$ cat src/design/prot_host_regs.svh
// Purpose: register offsets, field positions, command bytes and timing counts
//          for the sector protection host controller
// Assumes: pclk at 250 MHz; byte-mode flash addressing
// Notes:   definitions only
`ifndef PROT_HOST_REGS_SVH
`define PROT_HOST_REGS_SVH

// clock and pin timing
`define CLK_NS         4
`define T_SETUP_NS     10
`define T_PULSE_NS     35
`define T_HOLD_NS      10
// least times round up to whole cycles
`define SETUP_CYC      ((`T_SETUP_NS + `CLK_NS - 1) / `CLK_NS)
`define PULSE_CYC      ((`T_PULSE_NS + `CLK_NS - 1) / `CLK_NS)
`define HOLD_CYC       ((`T_HOLD_NS + `CLK_NS - 1) / `CLK_NS)

// apb register offsets
`define OFF_CMD        8'h00
`define OFF_ADDR       8'h04
`define OFF_WDATA      8'h08
`define OFF_STATUS     8'h0C
`define OFF_RDATA      8'h10
`define OFF_PW_LO      8'h14
`define OFF_PW_HI      8'h18
`define OFF_PINS       8'h1C

// field positions
`define ST_BUSY        0
`define ST_DONE        1
`define ST_PROT        2
`define PINS_ACCEL     0
`define PINS_RESET_OFF 1
`define PINS_RESET     32'h0000_0002

// flash command bytes and unlock addresses
`define CMD_UNLOCK1    8'hAA
`define CMD_UNLOCK2    8'h55
`define ADR_UNLOCK1    12'hAAA
`define ADR_UNLOCK2    12'h555
`define CMD_EXIT1      8'h90
`define CMD_EXIT2      8'h00
`define CMD_RESET      8'hF0
`define CMD_PROGRAM    8'hA0
`define CMD_ERASE1     8'h80
`define CMD_ERASE2     8'h30
`define CMD_PW_START1  8'h25
`define CMD_PW_START2  8'h03
`define CMD_PW_CONFIRM 8'h29

`endif

$ cat src/design/prot_host_pkg.sv
// Purpose: types shared by the sector protection host controller
// Assumes: nothing
// Notes:   operation codes are written to the command register
package prot_host_pkg;

    // operations software can order
    typedef enum logic [3:0] {
        OP_ENTRY     = 4'h0,
        OP_EXIT      = 4'h1,
        OP_RESET     = 4'h2,
        OP_PROGRAM   = 4'h3,
        OP_ERASE_ALL = 4'h4,
        OP_READ      = 4'h5,
        OP_UNLOCK    = 4'h6
    } op_t;

    // sequencer states
    typedef enum logic [2:0] {
        SQ_IDLE  = 3'b001,
        SQ_ISSUE = 3'b010,
        SQ_WAIT  = 3'b100
    } seq_state_t;

    // single bus cycle states
    typedef enum logic [3:0] {
        CY_IDLE  = 4'b0001,
        CY_SETUP = 4'b0010,
        CY_PULSE = 4'b0100,
        CY_HOLD  = 4'b1000
    } cyc_state_t;

endpackage

$ cat src/design/flash_bus_cycle.sv
// Purpose: one asynchronous write or read cycle on the flash pins
// Assumes: start is a one-cycle pulse while idle; inputs stable meanwhile
// Notes:   chip select falls and rises together with write strobe on writes, with output enable on reads
`timescale 1ns/100ps
`include "prot_host_regs.svh"

module flash_bus_cycle #(
    parameter int ADDR_W = 23
) (
    input  wire logic              pclk,
    input  wire logic              presetn,
    input  wire logic              start,
    input  wire logic              is_read,
    input  wire logic [ADDR_W-1:0] addr,
    input  wire logic [7:0]        wdata,
    output logic                   done,
    output logic [7:0]             rdata,
    output logic [ADDR_W-1:0]      flash_addr,
    output logic [7:0]             flash_dq_o,
    output logic                   flash_dq_oe,
    input  wire logic [7:0]        flash_dq_i,
    output logic                   flash_ce_n,
    output logic                   flash_we_n,
    output logic                   flash_oe_n
);

    prot_host_pkg::cyc_state_t state;   // phase of the cycle
    logic [7:0]                cnt;     // cycles left in phase
    logic                      rd;      // latched direction
    logic [7:0]                dq_s1;   // first sync stage
    logic [7:0]                dq_s2;   // second sync stage

    ////////////////////////////////////////////////////////////////////////
    // pin data passes two flops before use
    always_ff @(posedge pclk or negedge presetn) begin
        if (!presetn) begin
            dq_s1 <= 8'h00;
            dq_s2 <= 8'h00;
        end else begin
            dq_s1 <= flash_dq_i;
            dq_s2 <= dq_s1;
        end
    end

    ////////////////////////////////////////////////////////////////////////
    // cycle phases; hold lasts at least two cycles so that the sync stage
    // still shows data from inside the pulse when it is captured
    always_ff @(posedge pclk or negedge presetn) begin
        if (!presetn) begin
            state       <= prot_host_pkg::CY_IDLE;
            cnt         <= 8'h00;
            rd          <= 1'b0;
            done        <= 1'b0;
            rdata       <= 8'h00;
            flash_addr  <= '0;
            flash_dq_o  <= 8'h00;
            flash_dq_oe <= 1'b0;
            flash_ce_n  <= 1'b1;
            flash_we_n  <= 1'b1;
            flash_oe_n  <= 1'b1;
        end else begin
            done <= 1'b0;
            unique case (state)
                prot_host_pkg::CY_IDLE: begin
                    if (start) begin
                        // address and data settle before the strobe falls
                        rd          <= is_read;
                        flash_addr  <= addr;
                        flash_dq_o  <= wdata;
                        flash_dq_oe <= ~is_read;
                        cnt         <= 8'(`SETUP_CYC - 1);
                        state       <= prot_host_pkg::CY_SETUP;
                    end
                end
                prot_host_pkg::CY_SETUP: begin
                    if (cnt == 8'h00) begin
                        flash_ce_n <= 1'b0;
                        flash_we_n <= rd;
                        flash_oe_n <= ~rd;
                        cnt        <= 8'(`PULSE_CYC - 1);
                        state      <= prot_host_pkg::CY_PULSE;
                    end else begin
                        cnt <= cnt - 8'h01;
                    end
                end
                prot_host_pkg::CY_PULSE: begin
                    if (cnt == 8'h00) begin
                        // data stays driven past the rising strobe
                        flash_ce_n <= 1'b1;
                        flash_we_n <= 1'b1;
                        flash_oe_n <= 1'b1;
                        cnt        <= 8'(`HOLD_CYC - 1);
                        state      <= prot_host_pkg::CY_HOLD;
                    end else begin
                        cnt <= cnt - 8'h01;
                    end
                end
                prot_host_pkg::CY_HOLD: begin
                    // two edges after the rise the second stage still shows the
                    // last strobe-low sample; one edge later it shows the released bus
                    if (rd && cnt == 8'(`HOLD_CYC - 2)) begin
                        rdata <= dq_s2;
                    end
                    if (cnt == 8'h00) begin
                        flash_dq_oe <= 1'b0;
                        done        <= 1'b1;
                        state       <= prot_host_pkg::CY_IDLE;
                    end else begin
                        cnt <= cnt - 8'h01;
                    end
                end
                default: begin
                    state <= prot_host_pkg::CY_IDLE;
                end
            endcase
        end
    end
endmodule // flash_bus_cycle

$ cat src/design/prot_host_ctrl.sv
// Purpose: apb-controlled host that issues sector protection command
//          sequences to a byte-mode parallel flash
// Assumes: apb master follows the usual setup then access signalling
// Notes:   one operation at a time; a new one is refused while busy
//
// Summary of operation
// - entry is AA, 55, then space selector
// - exit is 90 then 00, or F0
// - host recovers with F0 reset command
// - password byte program: A0 then byte
// - password read is eight full-address reads
// - unlock: 25, 03, eight bytes, 29
// - accel high while setting protection bits
`timescale 1ns/100ps
`include "prot_host_regs.svh"

module prot_host_ctrl #(
    parameter int ADDR_W = 23
) (
    input  wire logic              pclk,
    input  wire logic              presetn,
    input  wire logic              psel,
    input  wire logic              penable,
    input  wire logic              pwrite,
    input  wire logic [7:0]        paddr,
    input  wire logic [31:0]       pwdata,
    output logic [31:0]            prdata,
    output logic                   pready,
    output logic                   pslverr,
    output logic [ADDR_W-1:0]      flash_addr,
    output logic [7:0]             flash_dq_o,
    output logic                   flash_dq_oe,
    input  wire logic [7:0]        flash_dq_i,
    output logic                   flash_ce_n,
    output logic                   flash_we_n,
    output logic                   flash_oe_n,
    output logic                   accel_input,
    output logic                   flash_reset_n
);

    prot_host_pkg::seq_state_t state;     // sequencer state
    prot_host_pkg::op_t        op;        // operation in flight
    logic [3:0]                step;      // bus cycle within sequence
    logic [ADDR_W-1:0]         addr_reg;  // target address
    logic [7:0]                wdata_reg; // selector or value byte
    logic [63:0]               password;  // eight password bytes
    logic [7:0]                rdata_reg; // last byte read
    logic                      done_flag; // sticky completion
    logic [1:0]                pins_reg;  // accel and reset controls
    logic                      cyc_start; // pulse to cycle engine
    logic                      cyc_done;  // cycle finished
    logic [7:0]                cyc_rdata; // byte from cycle engine
    logic                      s_rd;      // this step reads
    logic                      s_last;    // this step ends the op
    logic [ADDR_W-1:0]         s_addr;    // this step's address
    logic [7:0]                s_data;    // this step's data
    logic                      busy;
    logic                      acc;
    logic                      take;
    logic                      cmd_take;
    logic                      finish;
    logic                      op_ok;

    assign busy     = (state != prot_host_pkg::SQ_IDLE);
    assign acc      = psel & penable;
    assign take     = acc & pready;
    assign op_ok    = (pwdata[3:0] <= 4'h6);
    assign cmd_take = take & pwrite & (paddr == `OFF_CMD) & ~busy & op_ok;
    assign finish   = (state == prot_host_pkg::SQ_WAIT) & cyc_done & s_last;

    ////////////////////////////////////////////////////////////////////////
    // step table: address, data and direction of each bus cycle
    always_comb begin
        s_rd   = 1'b0;
        s_last = 1'b0;
        s_addr = '0;
        s_data = 8'h00;
        unique case (op)
            prot_host_pkg::OP_ENTRY: begin
                // unlock pair then the space selector
                s_last = (step == 4'd2);
                s_addr = ADDR_W'((step == 4'd1) ? `ADR_UNLOCK2 : `ADR_UNLOCK1);
                s_data = (step == 4'd0) ? `CMD_UNLOCK1 :
                         (step == 4'd1) ? `CMD_UNLOCK2 : wdata_reg;
            end
            prot_host_pkg::OP_EXIT: begin
                s_last = (step == 4'd1);
                s_data = (step == 4'd0) ? `CMD_EXIT1 : `CMD_EXIT2;
            end
            prot_host_pkg::OP_RESET: begin
                // also the way out after any malformed sequence
                s_last = 1'b1;
                s_data = `CMD_RESET;
            end
            prot_host_pkg::OP_PROGRAM: begin
                // password byte, lock register, bit set or clear, freeze
                s_last = (step == 4'd1);
                s_addr = (step == 4'd1) ? addr_reg : '0;
                s_data = (step == 4'd1) ? wdata_reg : `CMD_PROGRAM;
            end
            prot_host_pkg::OP_ERASE_ALL: begin
                s_last = (step == 4'd1);
                s_data = (step == 4'd0) ? `CMD_ERASE1 : `CMD_ERASE2;
            end
            prot_host_pkg::OP_READ: begin
                // full address driven; password, lock or status read
                s_rd   = 1'b1;
                s_last = 1'b1;
                s_addr = addr_reg;
            end
            prot_host_pkg::OP_UNLOCK: begin
                // bytes go in offset order, which the device also accepts
                s_last = (step == 4'd10);
                if (step >= 4'd2 && step <= 4'd9) begin
                    s_addr = ADDR_W'(step - 4'd2);
                    s_data = password[8*(step-4'd2) +: 8];
                end else begin
                    s_data = (step == 4'd0) ? `CMD_PW_START1 :
                             (step == 4'd1) ? `CMD_PW_START2 : `CMD_PW_CONFIRM;
                end
            end
            default: begin
                s_last = 1'b1;
            end
        endcase
    end

    ////////////////////////////////////////////////////////////////////////
    // sequencer: issue one cycle per step until the last one finishes
    always_ff @(posedge pclk or negedge presetn) begin
        if (!presetn) begin
            state     <= prot_host_pkg::SQ_IDLE;
            op        <= prot_host_pkg::OP_RESET;
            step      <= 4'h0;
            cyc_start <= 1'b0;
            rdata_reg <= 8'h00;
        end else begin
            cyc_start <= 1'b0;
            unique case (state)
                prot_host_pkg::SQ_IDLE: begin
                    if (cmd_take) begin
                        op    <= prot_host_pkg::op_t'(pwdata[3:0]);
                        step  <= 4'h0;
                        state <= prot_host_pkg::SQ_ISSUE;
                    end
                end
                prot_host_pkg::SQ_ISSUE: begin
                    cyc_start <= 1'b1;
                    state     <= prot_host_pkg::SQ_WAIT;
                end
                prot_host_pkg::SQ_WAIT: begin
                    if (cyc_done) begin
                        if (s_rd) begin
                            rdata_reg <= cyc_rdata;
                        end
                        if (s_last) begin
                            state <= prot_host_pkg::SQ_IDLE;
                        end else begin
                            step  <= step + 4'h1;
                            state <= prot_host_pkg::SQ_ISSUE;
                        end
                    end
                end
                default: begin
                    state <= prot_host_pkg::SQ_IDLE;
                end
            endcase
        end
    end

    ////////////////////////////////////////////////////////////////////////
    // apb slave: one wait state, read data and error set up beforehand
    always_ff @(posedge pclk or negedge presetn) begin
        if (!presetn) begin
            pready  <= 1'b0;
            prdata  <= 32'h0000_0000;
            pslverr <= 1'b0;
        end else begin
            pready <= acc & ~pready;
            if (acc & ~pready) begin
                pslverr <= 1'b0;
                prdata  <= 32'h0000_0000;
                unique case (paddr)
                    `OFF_CMD: begin
                        // refuse while busy or for an unknown code
                        pslverr <= pwrite & (busy | ~op_ok);
                        prdata  <= {28'h000_0000, op};
                    end
                    `OFF_ADDR:   prdata <= 32'(addr_reg);
                    `OFF_WDATA:  prdata <= {24'h00_0000, wdata_reg};
                    `OFF_STATUS: begin
                        // protected shows when the read byte has bit 0 low
                        prdata[`ST_BUSY] <= busy;
                        prdata[`ST_DONE] <= done_flag;
                        prdata[`ST_PROT] <= ~rdata_reg[0];
                    end
                    `OFF_RDATA:  prdata <= {24'h00_0000, rdata_reg};
                    `OFF_PW_LO:  prdata <= password[31:0];
                    `OFF_PW_HI:  prdata <= password[63:32];
                    `OFF_PINS:   prdata <= {30'h0000_0000, pins_reg};
                    default:     pslverr <= 1'b1;
                endcase
            end
        end
    end

    ////////////////////////////////////////////////////////////////////////
    // software registers written at the completing access edge
    always_ff @(posedge pclk or negedge presetn) begin
        if (!presetn) begin
            addr_reg  <= '0;
            wdata_reg <= 8'h00;
            password  <= 64'h0000_0000_0000_0000;
            pins_reg  <= 2'(`PINS_RESET);
        end else if (take & pwrite) begin
            unique case (paddr)
                `OFF_ADDR:  addr_reg       <= pwdata[ADDR_W-1:0];
                `OFF_WDATA: wdata_reg      <= pwdata[7:0];
                `OFF_PW_LO: password[31:0] <= pwdata;
                `OFF_PW_HI: password[63:32] <= pwdata;
                `OFF_PINS:  pins_reg       <= pwdata[1:0];
                default: begin
                end
            endcase
        end
    end

    ////////////////////////////////////////////////////////////////////////
    // completion flag: a finish in the clearing cycle wins
    always_ff @(posedge pclk or negedge presetn) begin
        if (!presetn) begin
            done_flag <= 1'b0;
        end else if (finish) begin
            done_flag <= 1'b1;
        end else if (take & pwrite & (paddr == `OFF_STATUS) & pwdata[`ST_DONE]) begin
            done_flag <= 1'b0;
        end
    end

    ////////////////////////////////////////////////////////////////////////
    // accel is raised automatically for bit programming and erase
    always_ff @(posedge pclk or negedge presetn) begin
        if (!presetn) begin
            accel_input   <= 1'b0;
            flash_reset_n <= 1'b0;
        end else begin
            accel_input   <= pins_reg[`PINS_ACCEL] | (busy &
                             (op == prot_host_pkg::OP_PROGRAM ||
                              op == prot_host_pkg::OP_ERASE_ALL));
            flash_reset_n <= pins_reg[`PINS_RESET_OFF];
        end
    end

    flash_bus_cycle #(.ADDR_W(ADDR_W)) cycle_engine (
        .pclk        (pclk),
        .presetn     (presetn),
        .start       (cyc_start),
        .is_read     (s_rd),
        .addr        (s_addr),
        .wdata       (s_data),
        .done        (cyc_done),
        .rdata       (cyc_rdata),
        .flash_addr  (flash_addr),
        .flash_dq_o  (flash_dq_o),
        .flash_dq_oe (flash_dq_oe),
        .flash_dq_i  (flash_dq_i),
        .flash_ce_n  (flash_ce_n),
        .flash_we_n  (flash_we_n),
        .flash_oe_n  (flash_oe_n)
    );

    ////////////////////////////////////////////////////////////////////////
    // checks; helper counts cycles issued in the current operation
    logic [4:0] n_start;
    always_ff @(posedge pclk or negedge presetn) begin
        if (!presetn) begin
            n_start <= 5'h00;
        end else if (cmd_take) begin
            n_start <= 5'h00;
        end else if (cyc_start) begin
            n_start <= n_start + 5'h01;
        end
    end
endmodule // prot_host_ctrl

$ cat config.mk
export PLATFORM = sky130hd
export DESIGN_NAME = prot_host_ctrl
export DESIGN_NICKNAME = d
export VERILOG_FILES = /design/src/design/prot_host_pkg.sv /design/src/design/flash_bus_cycle.sv /design/src/design/prot_host_ctrl.sv
export VERILOG_INCLUDE_DIRS = /design/src /design/src/design
export SDC_FILE = /design/constraint.sdc
export NUM_CORES = 1
export LEC_CHECK = 0
export ABC_CLOCK_PERIOD_IN_PS = 3430
export BUFFER_PORTS_ARGS = -buffer_cell sky130_fd_sc_hd__buf_2
export CAP_MARGIN = 40
export CORE_MARGIN = 2
export CORE_UTILIZATION = 55
export DETAILED_ROUTE_END_ITERATION = 16
export PLACE_DENSITY = 0.75
export SETUP_SLACK_MARGIN = 0.05
export SYNTH_ARGS = -nofsm -noshare
export SYNTH_HDL_FRONTEND = slang
export SYNTH_SLANG_ARGS = --single-unit
$ cat constraint.sdc
create_clock -name pclk -period 3.43 [get_ports pclk]
set_clock_uncertainty 0.05 [all_clocks]
set_input_delay 0.5145 -clock pclk [delete_from_list [all_inputs] [get_ports pclk]]
set_output_delay 0.5145 -clock pclk [all_outputs]
set_load 0.1 [all_outputs]
* Word level (Yosys, flattened, before mapping)
Index checks and enable logic that the tools add are counted.
** Word-level totals
- Register bits :: 227
- Latch bits :: 0
- Memory bits (writable) :: 0
- Bits in read-only memories :: 0
- Output and inout port bits :: 71
- Logic and storage cells :: 170
- Memories :: 0
** Cells by class
- Add/sub/neg operators :: 4
- Multipliers :: 0
- Div/mod/pow operators :: 0
- Order comparisons :: 3
- Equal/unequal tests :: 33
- Shifts and indexed selects :: 1
- Multiplexer cells :: 50
- Bitwise operators :: 21
- Reduce and logical (&&, ||, !) cells :: 29
** Operators with widths (number)
- one-hot mux 29 bit (6 select lines) :: 1
- one-hot mux 23 bit (4 select lines) :: 1
- two-way mux 8 bit :: 10
- variable part select 64 x 33 -> 8 bit :: 1
- one-hot mux 8 bit (6 select lines) :: 1
- two-way mux 23 bit :: 2
- == test 8 x 5 -> 1 bit (second input constant) :: 4
- one-hot mux 8 bit (4 select lines) :: 1
- two-way mux 4 bit :: 7
- one-hot mux 3 bit (8 select lines) :: 1
- AND reduction 2 bit :: 9
- == test 4 x 2 -> 1 bit (second input constant) :: 4
- == test 4 x 3 -> 1 bit (second input constant) :: 4
- == test 8 x 4 -> 1 bit (second input constant) :: 2
- zero test 8 bit :: 2
- one-hot mux 4 bit (4 select lines) :: 1
- bitwise AND 1 bit :: 13
- == test 4 x 1 -> 1 bit (second input constant) :: 3
- two-way mux 12 bit :: 1
- two-way mux 6 bit :: 2
- AND reduction 3 bit :: 4
- two-way mux 1 bit :: 11
- one-hot mux 1 bit (2 select lines) :: 5
- subtractor 4 x 2 -> 5 bit (second input constant) :: 2
- other kinds (29) :: 49

* Longest topological paths before layout
Gate-level depths: netlist (run 1).
- Word-level depth :: 8
- Gate-level depth with buffers :: 10
- Mapped depth without buffers :: 8

* Cells and area by module
From an unflattened synthesis (run 1), not the netlist that was laid out.
** Second synthesis, totals
- Cell total of the unflattened synthesis :: 964
- Area total of the unflattened synthesis :: 10994.3 um2
** Modules (own cells, without submodules)
- prot_host_ctrl :: times used 1, cells an instance 685, area each 8011.4 um2, seq. area each 3857.4 um2
- flash_bus_cycle :: times used 1, cells an instance 279, area each 2982.9 um2, seq. area each 1831.8 um2

* Least setup slack after synthesis (run 1)
No wires, ideal clock.
- Path type :: flip-flop to flip-flop
- Start :: reg step[0]
- End :: reg cycle_engine.flash_addr[2]
- Setup time :: 123 ps
- Arrival time :: 2357 ps
- Data required time :: 3257 ps
- Slack :: 900 ps
- Cell stages (with the launch flop) :: 9
- Path buffers :: 2
- Period minus slack after synthesis :: 2530 ps
- Path through :: dfrtp_1 buf_2 buf_2 inv_1 ha_1 o21a_1 o21ai_0 o221ai_1 a32o_1
** On the way
- Cells in the longest elaborated chain, start to end :: 4
- Elaborated cells between the ends (all ways) :: 9
- Classes of those cells :: add/sub (1); order compare (2); eq/ne (1); mux (4); reduce/logical (1)
** Ends and longest elaborated chain
- start, declared :: line prot_host_ctrl.sv:43 : logic [3:0] step;
- start signal, assigned :: line prot_host_ctrl.sv:159 : step <= step + 4'h1;
- greater-or-equal comparator 4 x 2 -> 1 bit / <= comparator 4 bit (equally long branches) :: line prot_host_ctrl.sv:114 : if (step >= 4'd2 && step <= 4'd9) begin
- logical AND 1 bit :: line prot_host_ctrl.sv:114
- two-way mux 23 bit :: line prot_host_ctrl.sv:114
- one-hot mux 23 bit (4 select lines) * :: line prot_host_ctrl.sv:78 : unique case (op)
- end signal, assigned :: line flash_bus_cycle.sv:68 : flash_addr <= addr;
- end, declared :: line flash_bus_cycle.sv:18 : output logic [ADDR_W-1:0] flash_addr,
Mark *: on every way between the ends. The rest lies on a longest branch, timed or not.
A chain may end at the register's enable or synchronous reset.

* Worst setup path after layout (run 1)
- Start :: reg step[2]
- End :: reg cycle_engine.flash_dq_o[4]
** On the way
- Cells in the longest elaborated chain, start to end :: 4
- Elaborated cells between the ends (all ways) :: 15
- Classes of those cells :: add/sub (1); order compare (2); eq/ne (1); shift (1); mux (8); reduce/logical (2)
** Ends and longest elaborated chain
- subtractor 4 x 2 -> 5 bit (tied with other cells) :: line prot_host_ctrl.sv:116 : s_data = password[8*(step-4'd2) +: 8];
- variable part select 64 x 33 -> 8 bit (tied with other cells) :: line prot_host_ctrl.sv:116
- two-way mux 8 bit, on equally long branches :: line prot_host_ctrl.sv:114, prot_host_ctrl.sv:83
- one-hot mux 8 bit (6 select lines) * :: line prot_host_ctrl.sv:78
- end signal, assigned :: line flash_bus_cycle.sv:69 : flash_dq_o <= wdata;
- end, declared :: line flash_bus_cycle.sv:19 : output logic [7:0] flash_dq_o,
Marks and branches as above.

==> results of run 1 <==
-- cell families (layout without fill, tap and decap cells) --
kind of cell    Yosys count  in the layout  share of synthesized area
xor+xnor                  6              6                   0.006133
fa+ha+maj                 9              9                    0.01041
simple gates            183            183                    0.09188
compound gates          236            236                     0.1620
flops                   227            227                     0.5262
mux                     147            147                     0.1718
buf+inv                  76            209                    0.03159
-- power groups by stage --
stage	Combinational [W]	Clock (W)	Sequential (W)
after floorplan	0.0000525	0	0.00279
after global placement	0.000213	0	0.00275
after detailed placement	0.000217	0	0.00276
after CTS	0.000219	0.00279	0.00271
after global routing	0.000237	0.00292	0.00271
final	0.000216	0.00276	0.00271
-- layout make-up --
class	instances	area, um^2	share of cell area
timing repair buffer	144	810.8	0.06457
sequential	227	5689	0.4531
clock inverter	10	118.9	0.009467
tap	265	331.6	0.02641
inverter	17	63.81	0.005082
multi-input combinational	581	4796	0.3820
clock buffer	38	745.7	0.05939
-- worst max-delay path, delay by kind of cell, from the launching register on --
| family | cells | cell delay (ns) |
|---|---|---|
| simple gates | 1 | 0.09 |
| flops | 1 | 0.57 |
| compound gates | 1 | 0.33 |
| fa+ha+maj | 1 | 0.70 |
| mux | 2 | 0.65 |
| buf+inv | 1 | 0.14 |
-- worst paths after layout --
check                                              to             startpoint  depth (start not counted)
setup / recovery           cycle_engine.flash_dq_o[4]                step[2]                          6
hold / removal                  cycle_engine.dq_s1[2]          flash_dq_i[2]                          1
setup reg to reg           cycle_engine.flash_dq_o[4]                step[2]                          6
hold reg to reg                 cycle_engine.dq_s2[0]  cycle_engine.dq_s1[0]                          0
max in group asynchronous                password[27]                presetn                          3
min in group asynchronous         cycle_engine.cnt[5]                presetn                          2
-- stage by stage --
step	area, um^2	instances	power (W)
global placement	11680	1233	0.002968
CTS	12560	1282	0.005720
finish	12560	1282	0.005684
global route	12560	1282	0.005866
floorplan	10810	884	0.002838
detailed placement	11680	1233	0.002972
-- cells in the mapped netlist (all sizes together), types with 3 or more instances --
cell | n | area (um^2)
dfstp | 7 | 183.9
buf | 36 | 190.2
or3 | 4 | 25.02
nor2b | 6 | 37.54
dfrtp | 220 | 5505
a31oi | 11 | 68.82
a221o | 12 | 120.1
xnor2 | 3 | 26.28
o221ai | 3 | 26.28
nand2 | 53 | 201.5
a21o | 12 | 90.09
and3 | 3 | 18.77
a21oi | 28 | 143.9
and4 | 3 | 28.78
mux2i | 9 | 90.09
nand3 | 15 | 75.07
o2bb2ai | 17 | 148.9
o21ai | 38 | 193.9
nand3b | 5 | 37.54
nor3 | 14 | 86.34
clkbuf | 23 | 87.58
a22oi | 37 | 277.8
a311oi | 3 | 32.53
nor3b | 4 | 35.03
a32o | 5 | 50.05
nand4 | 6 | 43.79
a22o | 26 | 227.7
or2 | 5 | 33.78
o211ai | 7 | 57.55
or3b | 5 | 43.80
o22ai | 6 | 37.54
a211oi | 4 | 30.03
mux4 | 19 | 427.9
nand2b | 6 | 37.54
and2 | 5 | 31.28
nor2 | 35 | 141.4
nor4 | 6 | 43.79
o31ai | 3 | 22.52
ha | 9 | 112.6
inv | 17 | 63.81
mux2 | 119 | 1340
-- layer usage --
layer	GRT usage	routed length [um]
met2	0.4554	13980
met3	0.05430	2057
met4	0.09555	971
met5	0	0
met1	0.4017	12050
==> results_dict.tcl, run 1 <==
set metrics [dict create \
    finalSetupViolCount 0 \
    synth-async-reset-ratio 1.000 \
    grt_pass1_vias 8023 \
    vdd_ir_drop_max_uv 572.8 \
    num_vias 8097 \
    layout_commonest_cell "dfrtp_1" \
    startpoint_type "register" \
    totalWireLength_um 29060 \
    clock-root-buffer "clkbuf_16" \
    yosysUniqueCellTypes 88 \
    pin_count 124 \
    layout.nets 1059 \
    ys.flop_type "dfrtp_1" \
    io_buffers 123 \
    internal_power_w 0.004414 \
    critPathSlowestCell "ha_1" \
    post-route-util 0.6473 \
    pre_cts_slack_ns 0.6925 \
    min_period_over_period 0.7724 \
    synth_edf_count 0 \
    area_growth_pct 16.12 \
    syn_inst 884 \
    post-route-min-period_ns 2.649 \
    hold_buffers 1 \
    maxCapViolCount 0 \
    largest_reg_flops 64 \
    start_util 0.5574 \
    largestRegisters "password (64), prdata (32)" \
    ys_warn_count 0 \
    post-cts-setup-buffers 0 \
    finalHoldViolCount 0 \
    overflow 0 \
    tightest_slew_ns 0.8685 \
    p_sw_w 0.001270 \
    die_area_mm2 0.02080 \
    insertion_delay_ns 0.54 \
    slew_viol_final 0 \
    regMostFlops "password" \
    antenna_found_initial 0 \
    rrSetupSlack_ns 0.78 \
    place.gp.congestion 0.8936 \
    die_width_um 144.2 \
    p_leak_nw 6.067 \
    grt_use_total 0.2866 \
    vias_per_cell 6.316 \
    drt-pass1-iter-count 5 \
    fillers 1524 \
    synth-seq-cells 227 \
    drc 0 \
    syn_area_mm2 0.01081 \
    fin_ws_ns 0.7805 \
    status "completed" \
    drt_iter0_markers 791 \
    die_y_um 144.2 \
    coreArea_mm2 0.01940 \
    cts_buffers 26 \
    whs_ns 0.03784 \
    crit_fanout 12 \
    seqPwrFrac 0.477 \
    cts_buffer_depth 3 \
    slowest_delay_ns 0.70 \
    crit_required_ns 3.79 \
    tns_ns 0 \
    power_frac_clock 0.485 \
    syn-num-nets 946 \
    synth_seq_area_share 0.5262 \
    slew_headroom 0.4196 \
    crit_chain "inv_1 -> ha_1 -> mux4_2 -> mux2i_1 -> nor3_1 -> a211o_1" \
    drive_gt1_frac 0.3540 \
    cts_num_sinks 227 \
    cellPowerDensity_mw_per_mm2 452.7 \
    syn_area_per_cell_um2 12.23 \
    cts_resized 0 \
    cts_tree "built" \
    criticalPathCategory "register to register" \
    htree_levels 1 \
    wire_per_inst_um 22.66 \
    grt_first_pass_wirelength_um 45310 \
    num_rows 51 \
    swShare 0.2234 \
    fmax_mhz 377.4 \
    antenna_cells 0 \
    mostFrequentLayoutCells "220 x dfrtp_1, 122 x buf_2, 117 x mux2_2" \
    combPwrFrac 0.038 \
    cp_data_arrival_time_ns 3.01 \
    hold_path.class "primary input to register" \
    place_hpwl_um 20290 \
    endpoint_kind "register" \
    rsz0062_at_grt "no" \
    cts.clk_slew.worst_paths_ns 0.06 \
    ant_nets 0 \
    grt_max_degree 95 \
]
Note: power is estimated with default switching activity, not from simulation.
==> run 2, diff against run 1 <==
ABC_CLOCK_PERIOD_IN_PS = 2500   (was 3430)
clock period = 2.5 ns   (was 3.43 ns; I/O delays follow)
==> run 2 against run 1 <==
Global-route usage increased by 0.37 points. Sequential power increased by 37%. Combinational power increased by 49%. Critical path depth decreased by 2. Count of clock-buffer cells in the layout decreased by 1. Non-clock buffer count increased by 35. Critical path type unchanged. Largest cell class unchanged. Largest power group unchanged.
==> results_dict.tcl, run 2 (synthesized netlist as in run 1, its figures left out) <==
set metrics [dict create \
    num_rows 51 \
    grt_first_pass_wirelength_um 46000 \
    antenna_found_initial 1 \
    ff2ff_path_depth 4 \
    p_leak_nw 6.262 \
    hp-start "pwdata[23]" \
    rsz0062_at_grt "yes" \
    die_area_mm2 0.02080 \
    layout_commonest_cell "dfrtp_1" \
    mostFrequentLayoutCells "220 x dfrtp_1, 122 x buf_2, 117 x mux2_2" \
    cts_buffer_depth 3 \
    tightest_slew_ns 0.7829 \
    tns_ns 0 \
    fin_ws_ns 0.1726 \
    vdd_ir_drop_max_uv 522.6 \
    grt_use_total 0.2903 \
    hold_path_end "password[55]" \
    slowest_delay_ns 0.55 \
    finalHoldViolCount 0 \
    cp_data_arrival_time_ns 2.69 \
    area_growth_pct 19.89 \
    cts_num_sinks 227 \
    cp.depth 4 \
    drive_gt1_frac 0.3724 \
    worstReg2RegEnd "op[2]" \
    ant_nets 0 \
    die_y_um 144.2 \
    status "completed" \
    whs_ns 0.02920 \
    coreArea_mm2 0.01940 \
    grt_max_degree 78 \
    crit_buf_inv 0 \
    totalWireLength_um 29720 \
    num_vias 8261 \
    critPathSlowestCell "dfstp_2" \
    largest_reg_flops 64 \
    largestRegisters "password (64), prdata (32)" \
    stdcell_area_mm2 0.01296 \
    drt-pass1-iter-count 5 \
    cts_tree "built" \
    place.gp.congestion 0.9590 \
    maxCapViolCount 0 \
    drt_iter0_markers 680 \
    criticalPathCategory "register to register" \
    io_buffers 123 \
    layout.nets 1093 \
    place_hpwl_um 20860 \
    min_period_over_period 0.9310 \
    startpoint_type "register" \
    cellPowerDensity_mw_per_mm2 617.0 \
    clock-root-buffer "clkbuf_16" \
    reg2reg_from "state[0]" \
    crit_required_ns 2.87 \
    finalSetupViolCount 0 \
    crit_fanout 10 \
    cts.clk_slew.worst_paths_ns 0.06 \
    hold_path.class "primary input to register" \
    vias_per_cell 6.277 \
    crit_chain "or3b_1 -> a311oi_1 -> and4b_1 -> mux2_2" \
    path_delay_family "simple AND/OR/NAND/NOR gates" \
    die_width_um 144.2 \
    htree_levels 1 \
    drc 0 \
    grt_pass1_vias 8176 \
    endpoint_kind "register" \
    cts_buffers 25 \
    pin_count 124 \
    slew_viol_final 0 \
    placed_cell_area_mm2 0.01195 \
    pre_cts_slack_ns 0.05867 \
    overflow 0 \
    post-cts-setup-buffers 0 \
    hold_depth 2 \
    insertion_delay_ns 0.54 \
    rrSetupSlack_ns 0.17 \
    start_util 0.5574 \
    regMostFlops "password" \
    wire_per_inst_um 22.58 \
    fmax_mhz 429.7 \
    post-route-min-period_ns 2.327 \
    slew_headroom 0.4741 \
]
-- run 2: cell count changes in the layout (fill, tap and decap cells not counted), moves of 2 or more --
cell / previous run / this run
dlygate4sd3_1: 1 / 9
buf_4: 18 / 40
clkbuf_8: 5 / 7
buf_12: 2 / 7
bufinv_16: 2 / 4
clkbuf_1: 7 / 5
clkinv_2: 5 / 3
-- run 2: how the worst max path moves through the flow --
stage | from | endpoint | slack (ns)
after floorplan | step[1] | cycle_engine.flash_dq_o[4] | 0.07
after global placement | cycle_engine.cnt[0] | cycle_engine.cnt[4] | 0.19
after detailed placement | step[1] | cycle_engine.flash_addr[20] | 0.06
after CTS | step[1] | cycle_engine.flash_addr[20] | 0.11
after global routing | step[1] | cycle_engine.flash_addr[15] | 0.04
final | state[0] | op[2] | 0.17
-- run 2: area by class of cell --
| class | count | area [um^2] |
|---|---|---|
| antenna | 1 | 2.502 |
| clock buffer | 37 | 740.7 |
| clock inverter | 9 | 163.9 |
| fill | 1493 | 6435 |
| inverter | 17 | 63.81 |
| multi-input combinational | 581 | 4816 |
| sequential | 227 | 5689 |
| tap | 265 | 331.6 |
| timing repair buffer | 179 | 1156 |
-- run 2: metrics by stage --
step,utilization,instances,total power [W]
final,0.6683,1316,0.007999
after global routing,0.6683,1316,0.008239
after CTS,0.6674,1315,0.008057
after detailed placement,0.6161,1260,0.004089
after global placement,0.6161,1260,0.004085
after floorplan,-,884,0.003894
-- run 2: per-layer routing --
metal	GRT usage	up-vias	wire (um)
met2	0.4632	350	14010
met4	0.1124	0	1220
met1	0.4012	4175	12470
li1	-	3660	-
met5	0	-	0
met3	0.05033	76	2022
-- run 2: timing repair --
action,4_1_cts,5_1_grt
hold buffers,9,0
hold endpoints to repair,60,0
resized for setup,0,4
endpoints found under the setup margin,0,17
-- run 2: worst register-to-register path, cell delays in order (launching register included) --
cell and delay (ns):
dfstp_2 0.55, or3b_1 0.40, a311oi_1 0.32, and4b_1 0.51
mux2_2 0.38
-- run 2: where the power goes --
group	switching [W]	total [W]	internal (W)
logic	0.000231	0.000322	0.0000911
clock network	0.00149	0.00396	0.00247
registers	0.0000132	0.00371	0.00370
total	0.00174	0.00800	0.00626
==> run 3, diff against run 2 <==
ABC_AREA = 1   (was not set)
CORE_MARGIN = not set   (was 2)
PLACE_DENSITY = 0.76   (was 0.75)
==> run 3 against run 2 <==
Synthesized area about the same. Worst hold slack improved by 0.026 ns. Register-to-register slack improved by 0.22 ns. Sequential share of layout area increased by 0.90 points. Fmax increased by 11%. Global-route usage increased by 0.98 points. Sequential cell count unchanged. Core utilization about the same. Via count increased by 15%.
==> results_dict.tcl, run 3 <==
set metrics [dict create \
    status "completed" \
    startpoint_type "register" \
    ant_nets 0 \
    cellPowerDensity_mw_per_mm2 767.7 \
    synth_top_area_cell "dfrtp_1" \
    synth-async-reset-ratio 1.000 \
    die_width_um 142.3 \
    whs_ns 0.05493 \
    ys.flop_type "dfrtp_1" \
    p_leak_nw 6.675 \
    cts_buffer_depth 3 \
    insertion_delay_ns 0.53 \
    drc 0 \
    num_vias 9518 \
    cts.clk_slew.worst_paths_ns 0.06 \
    start_util 0.5690 \
    yosysMostFrequentCell "nand2_1" \
    synth.area.top_cells "dfrtp_1 51%, nand2_1 17%, o21ai_0 5.7%, inv_1 4.0%, nand3_1 3.3%" \
    mostFrequentLayoutCells "489 x nand2_1, 220 x dfrtp_1, 123 x o21ai_0" \
    largest_reg_flops 64 \
    coreArea_mm2 0.01902 \
    maxCapViolCount 0 \
    pin_count 124 \
    tns_ns 0 \
    synth_seq_area_share 0.5257 \
    drt_iter0_markers 795 \
    total_power_w 0.009751 \
    clock-root-buffer "clkbuf_16" \
    grt_use_total 0.3000 \
    wire_per_inst_um 16.77 \
    area_growth_pct 17.38 \
    slowest_delay_ns 0.49 \
    endpoint_kind "register" \
    critPathSlowestCell "dfrtp_1" \
    pre_cts_slack_ns 0.4052 \
    die_y_um 142.3 \
    synth_edf_count 0 \
    min_period_over_period 0.8416 \
    layout.nets 1539 \
    syn_area_per_cell_um2 8.016 \
    syn_inst 1350 \
    synth.top_cell.area_share 0.5087 \
    rsz0062_at_grt "no" \
    cp_data_arrival_time_ns 2.52 \
    fin_ws_ns 0.3960 \
    tightest_slew_ns 0.6676 \
    ys_warn_count 0 \
    totalWireLength_um 29430 \
    grt_pass1_vias 9012 \
    grt_max_degree 71 \
    synthTopCellsByCount "489 x nand2_1, 220 x dfrtp_1, 123 x o21ai_0" \
    vdd_ir_drop_max_uv 619.4 \
    fmax_mhz 475.3 \
    io_buffers 123 \
    finalHoldViolCount 0 \
    antenna_found_initial 0 \
    yosysUniqueCellTypes 41 \
    fin_cells 1755 \
    place.gp.congestion 0.9270 \
    cts_buffers 24 \
    antenna_cells 0 \
    largestRegisters "password (64), prdata (32)" \
    synth-seq-cells 227 \
    grt_first_pass_wirelength_um 47060 \
    crit_required_ns 2.92 \
    drt-pass1-iter-count 6 \
    slew_headroom 0.5549 \
    htree_levels 1 \
    finalSetupViolCount 0 \
    post-route-min-period_ns 2.104 \
    hold_path.class "primary input to register" \
    crit_chain "inv_1 -> ha_1 -> ha_1 -> nand2_1 -> a21oi_1 -> nand2_1 -> nand2_1 -> nand2_1 -> nand2_1 -> nand2_1 -> nand2_1" \
    vias_per_cell 5.423 \
    cts_tree "built" \
    dp_cells 1702 \
    criticalPathCategory "register to register" \
    layout_commonest_cell "nand2_1" \
    drive_gt1_frac 0.1612 \
    die_area_mm2 0.02024 \
    syn-num-nets 1412 \
    crit_fanout 5 \
    cts_num_sinks 227 \
    slew_viol_final 0 \
    regMostFlops "password" \
    overflow 0 \
    syn_area_mm2 0.01082 \
    num_rows 50 \
    cpMostUsedCell "nand2_1" \
    place_hpwl_um 20740 \
]
==> run 3: cell types whose count changed after synthesis, sizes merged, moves of 12 or more <==
| cell | previous run | this run |
|---|---|---|
| a221o | 12 | 0 |
| nand2 | 53 | 505 |
| o2bb2ai | 17 | 0 |
| nor2 | 35 | 84 |
| mux2 | 119 | 2 |
| nand3 | 15 | 73 |
| inv | 17 | 125 |
| a21oi | 28 | 41 |
| a22o | 26 | 9 |
| mux4 | 19 | 0 |
| o21ai | 38 | 189 |
| a22oi | 37 | 0 |
==> run 3: cells by family (layout without fill, tap and decap cells) <==
family / count (synthesis) / count (layout) / synth area share
compound gates: 252 / 252 / 0.1236
flops: 227 / 227 / 0.5257
fa+ha+maj: 9 / 9 / 0.01041
mux: 2 / 2 / 0.002081
xor+xnor: 6 / 6 / 0.004856
simple gates: 678 / 678 / 0.2632
buf+inv: 176 / 321 / 0.07018
==> run 3: final timing paths <==
kind | startpoint | endpoint | slack [ns] | cells past startpoint
max in group asynchronous | presetn | pins_reg[1] | 1.30 | 3
hold / removal | pwdata[2] | op[2] | 0.05 | 3
setup / recovery | step[2] | cycle_engine.flash_dq_o[0] | 0.40 | 11
setup reg to reg | step[2] | cycle_engine.flash_dq_o[0] | 0.40 | 11
min in group asynchronous | presetn | cycle_engine.cnt[1] | 0.35 | 2
hold reg to reg | cycle_engine.dq_s1[4] | cycle_engine.dq_s2[4] | 0.30 | 0
==> run 3: worst max-delay path, delay by kind of cell, from the launching register on <==
family,cells,cell delay [ns]
buffers and inverters,1,0.12
adder cells (fa/ha/maj),2,0.55
AO/OA/AOI/OAI,1,0.17
AND/OR/NAND/NOR,7,0.67
flip-flops,1,0.49
==> run 3: power breakdown <==
part	leakage, nW	internal, W	total (W)	switching, W
Sequential	3.08	0.00382	0.00389	0.0000791
Combinational	3.15	0.000426	0.00169	0.00126
Clock	0.445	0.00267	0.00417	0.00150
==> run 3: repair_timing <==
item | in CTS | in global routing
endpoints found under the hold margin | 67 | 0
buffers inserted | 0 | 0
resized for setup | 0 | 0
hold buffers | 9 | 0
==> run 3: area by class of cell <==
cell class,instances,area [um^2]
clock buffers,33,695.7
clock inverters,11,237.7
multi-input cells,947,4375
well taps,260,325.3
repair buffers,151,895.9
flip-flops and latches,227,5689
inverters,126,483.0
fillers,1670,6316
==> run 3: metrics by stage <==
stage                     utilization  instance area [um^2]
after global routing           0.6679                 12700
after floorplan                     -                 10820
after global placement         0.6141                 11680
after CTS                      0.6679                 12700
after detailed placement       0.6141                 11680
final                          0.6679                 12700
==> run 3: metal layers <==
metal	global-route usage	wire, um	share of wire
met2	0.4595	12970	0.44
met4	0.09508	753	0.026
met5	0	0	0
met3	0.04778	2386	0.081
met1	0.4385	13310	0.45
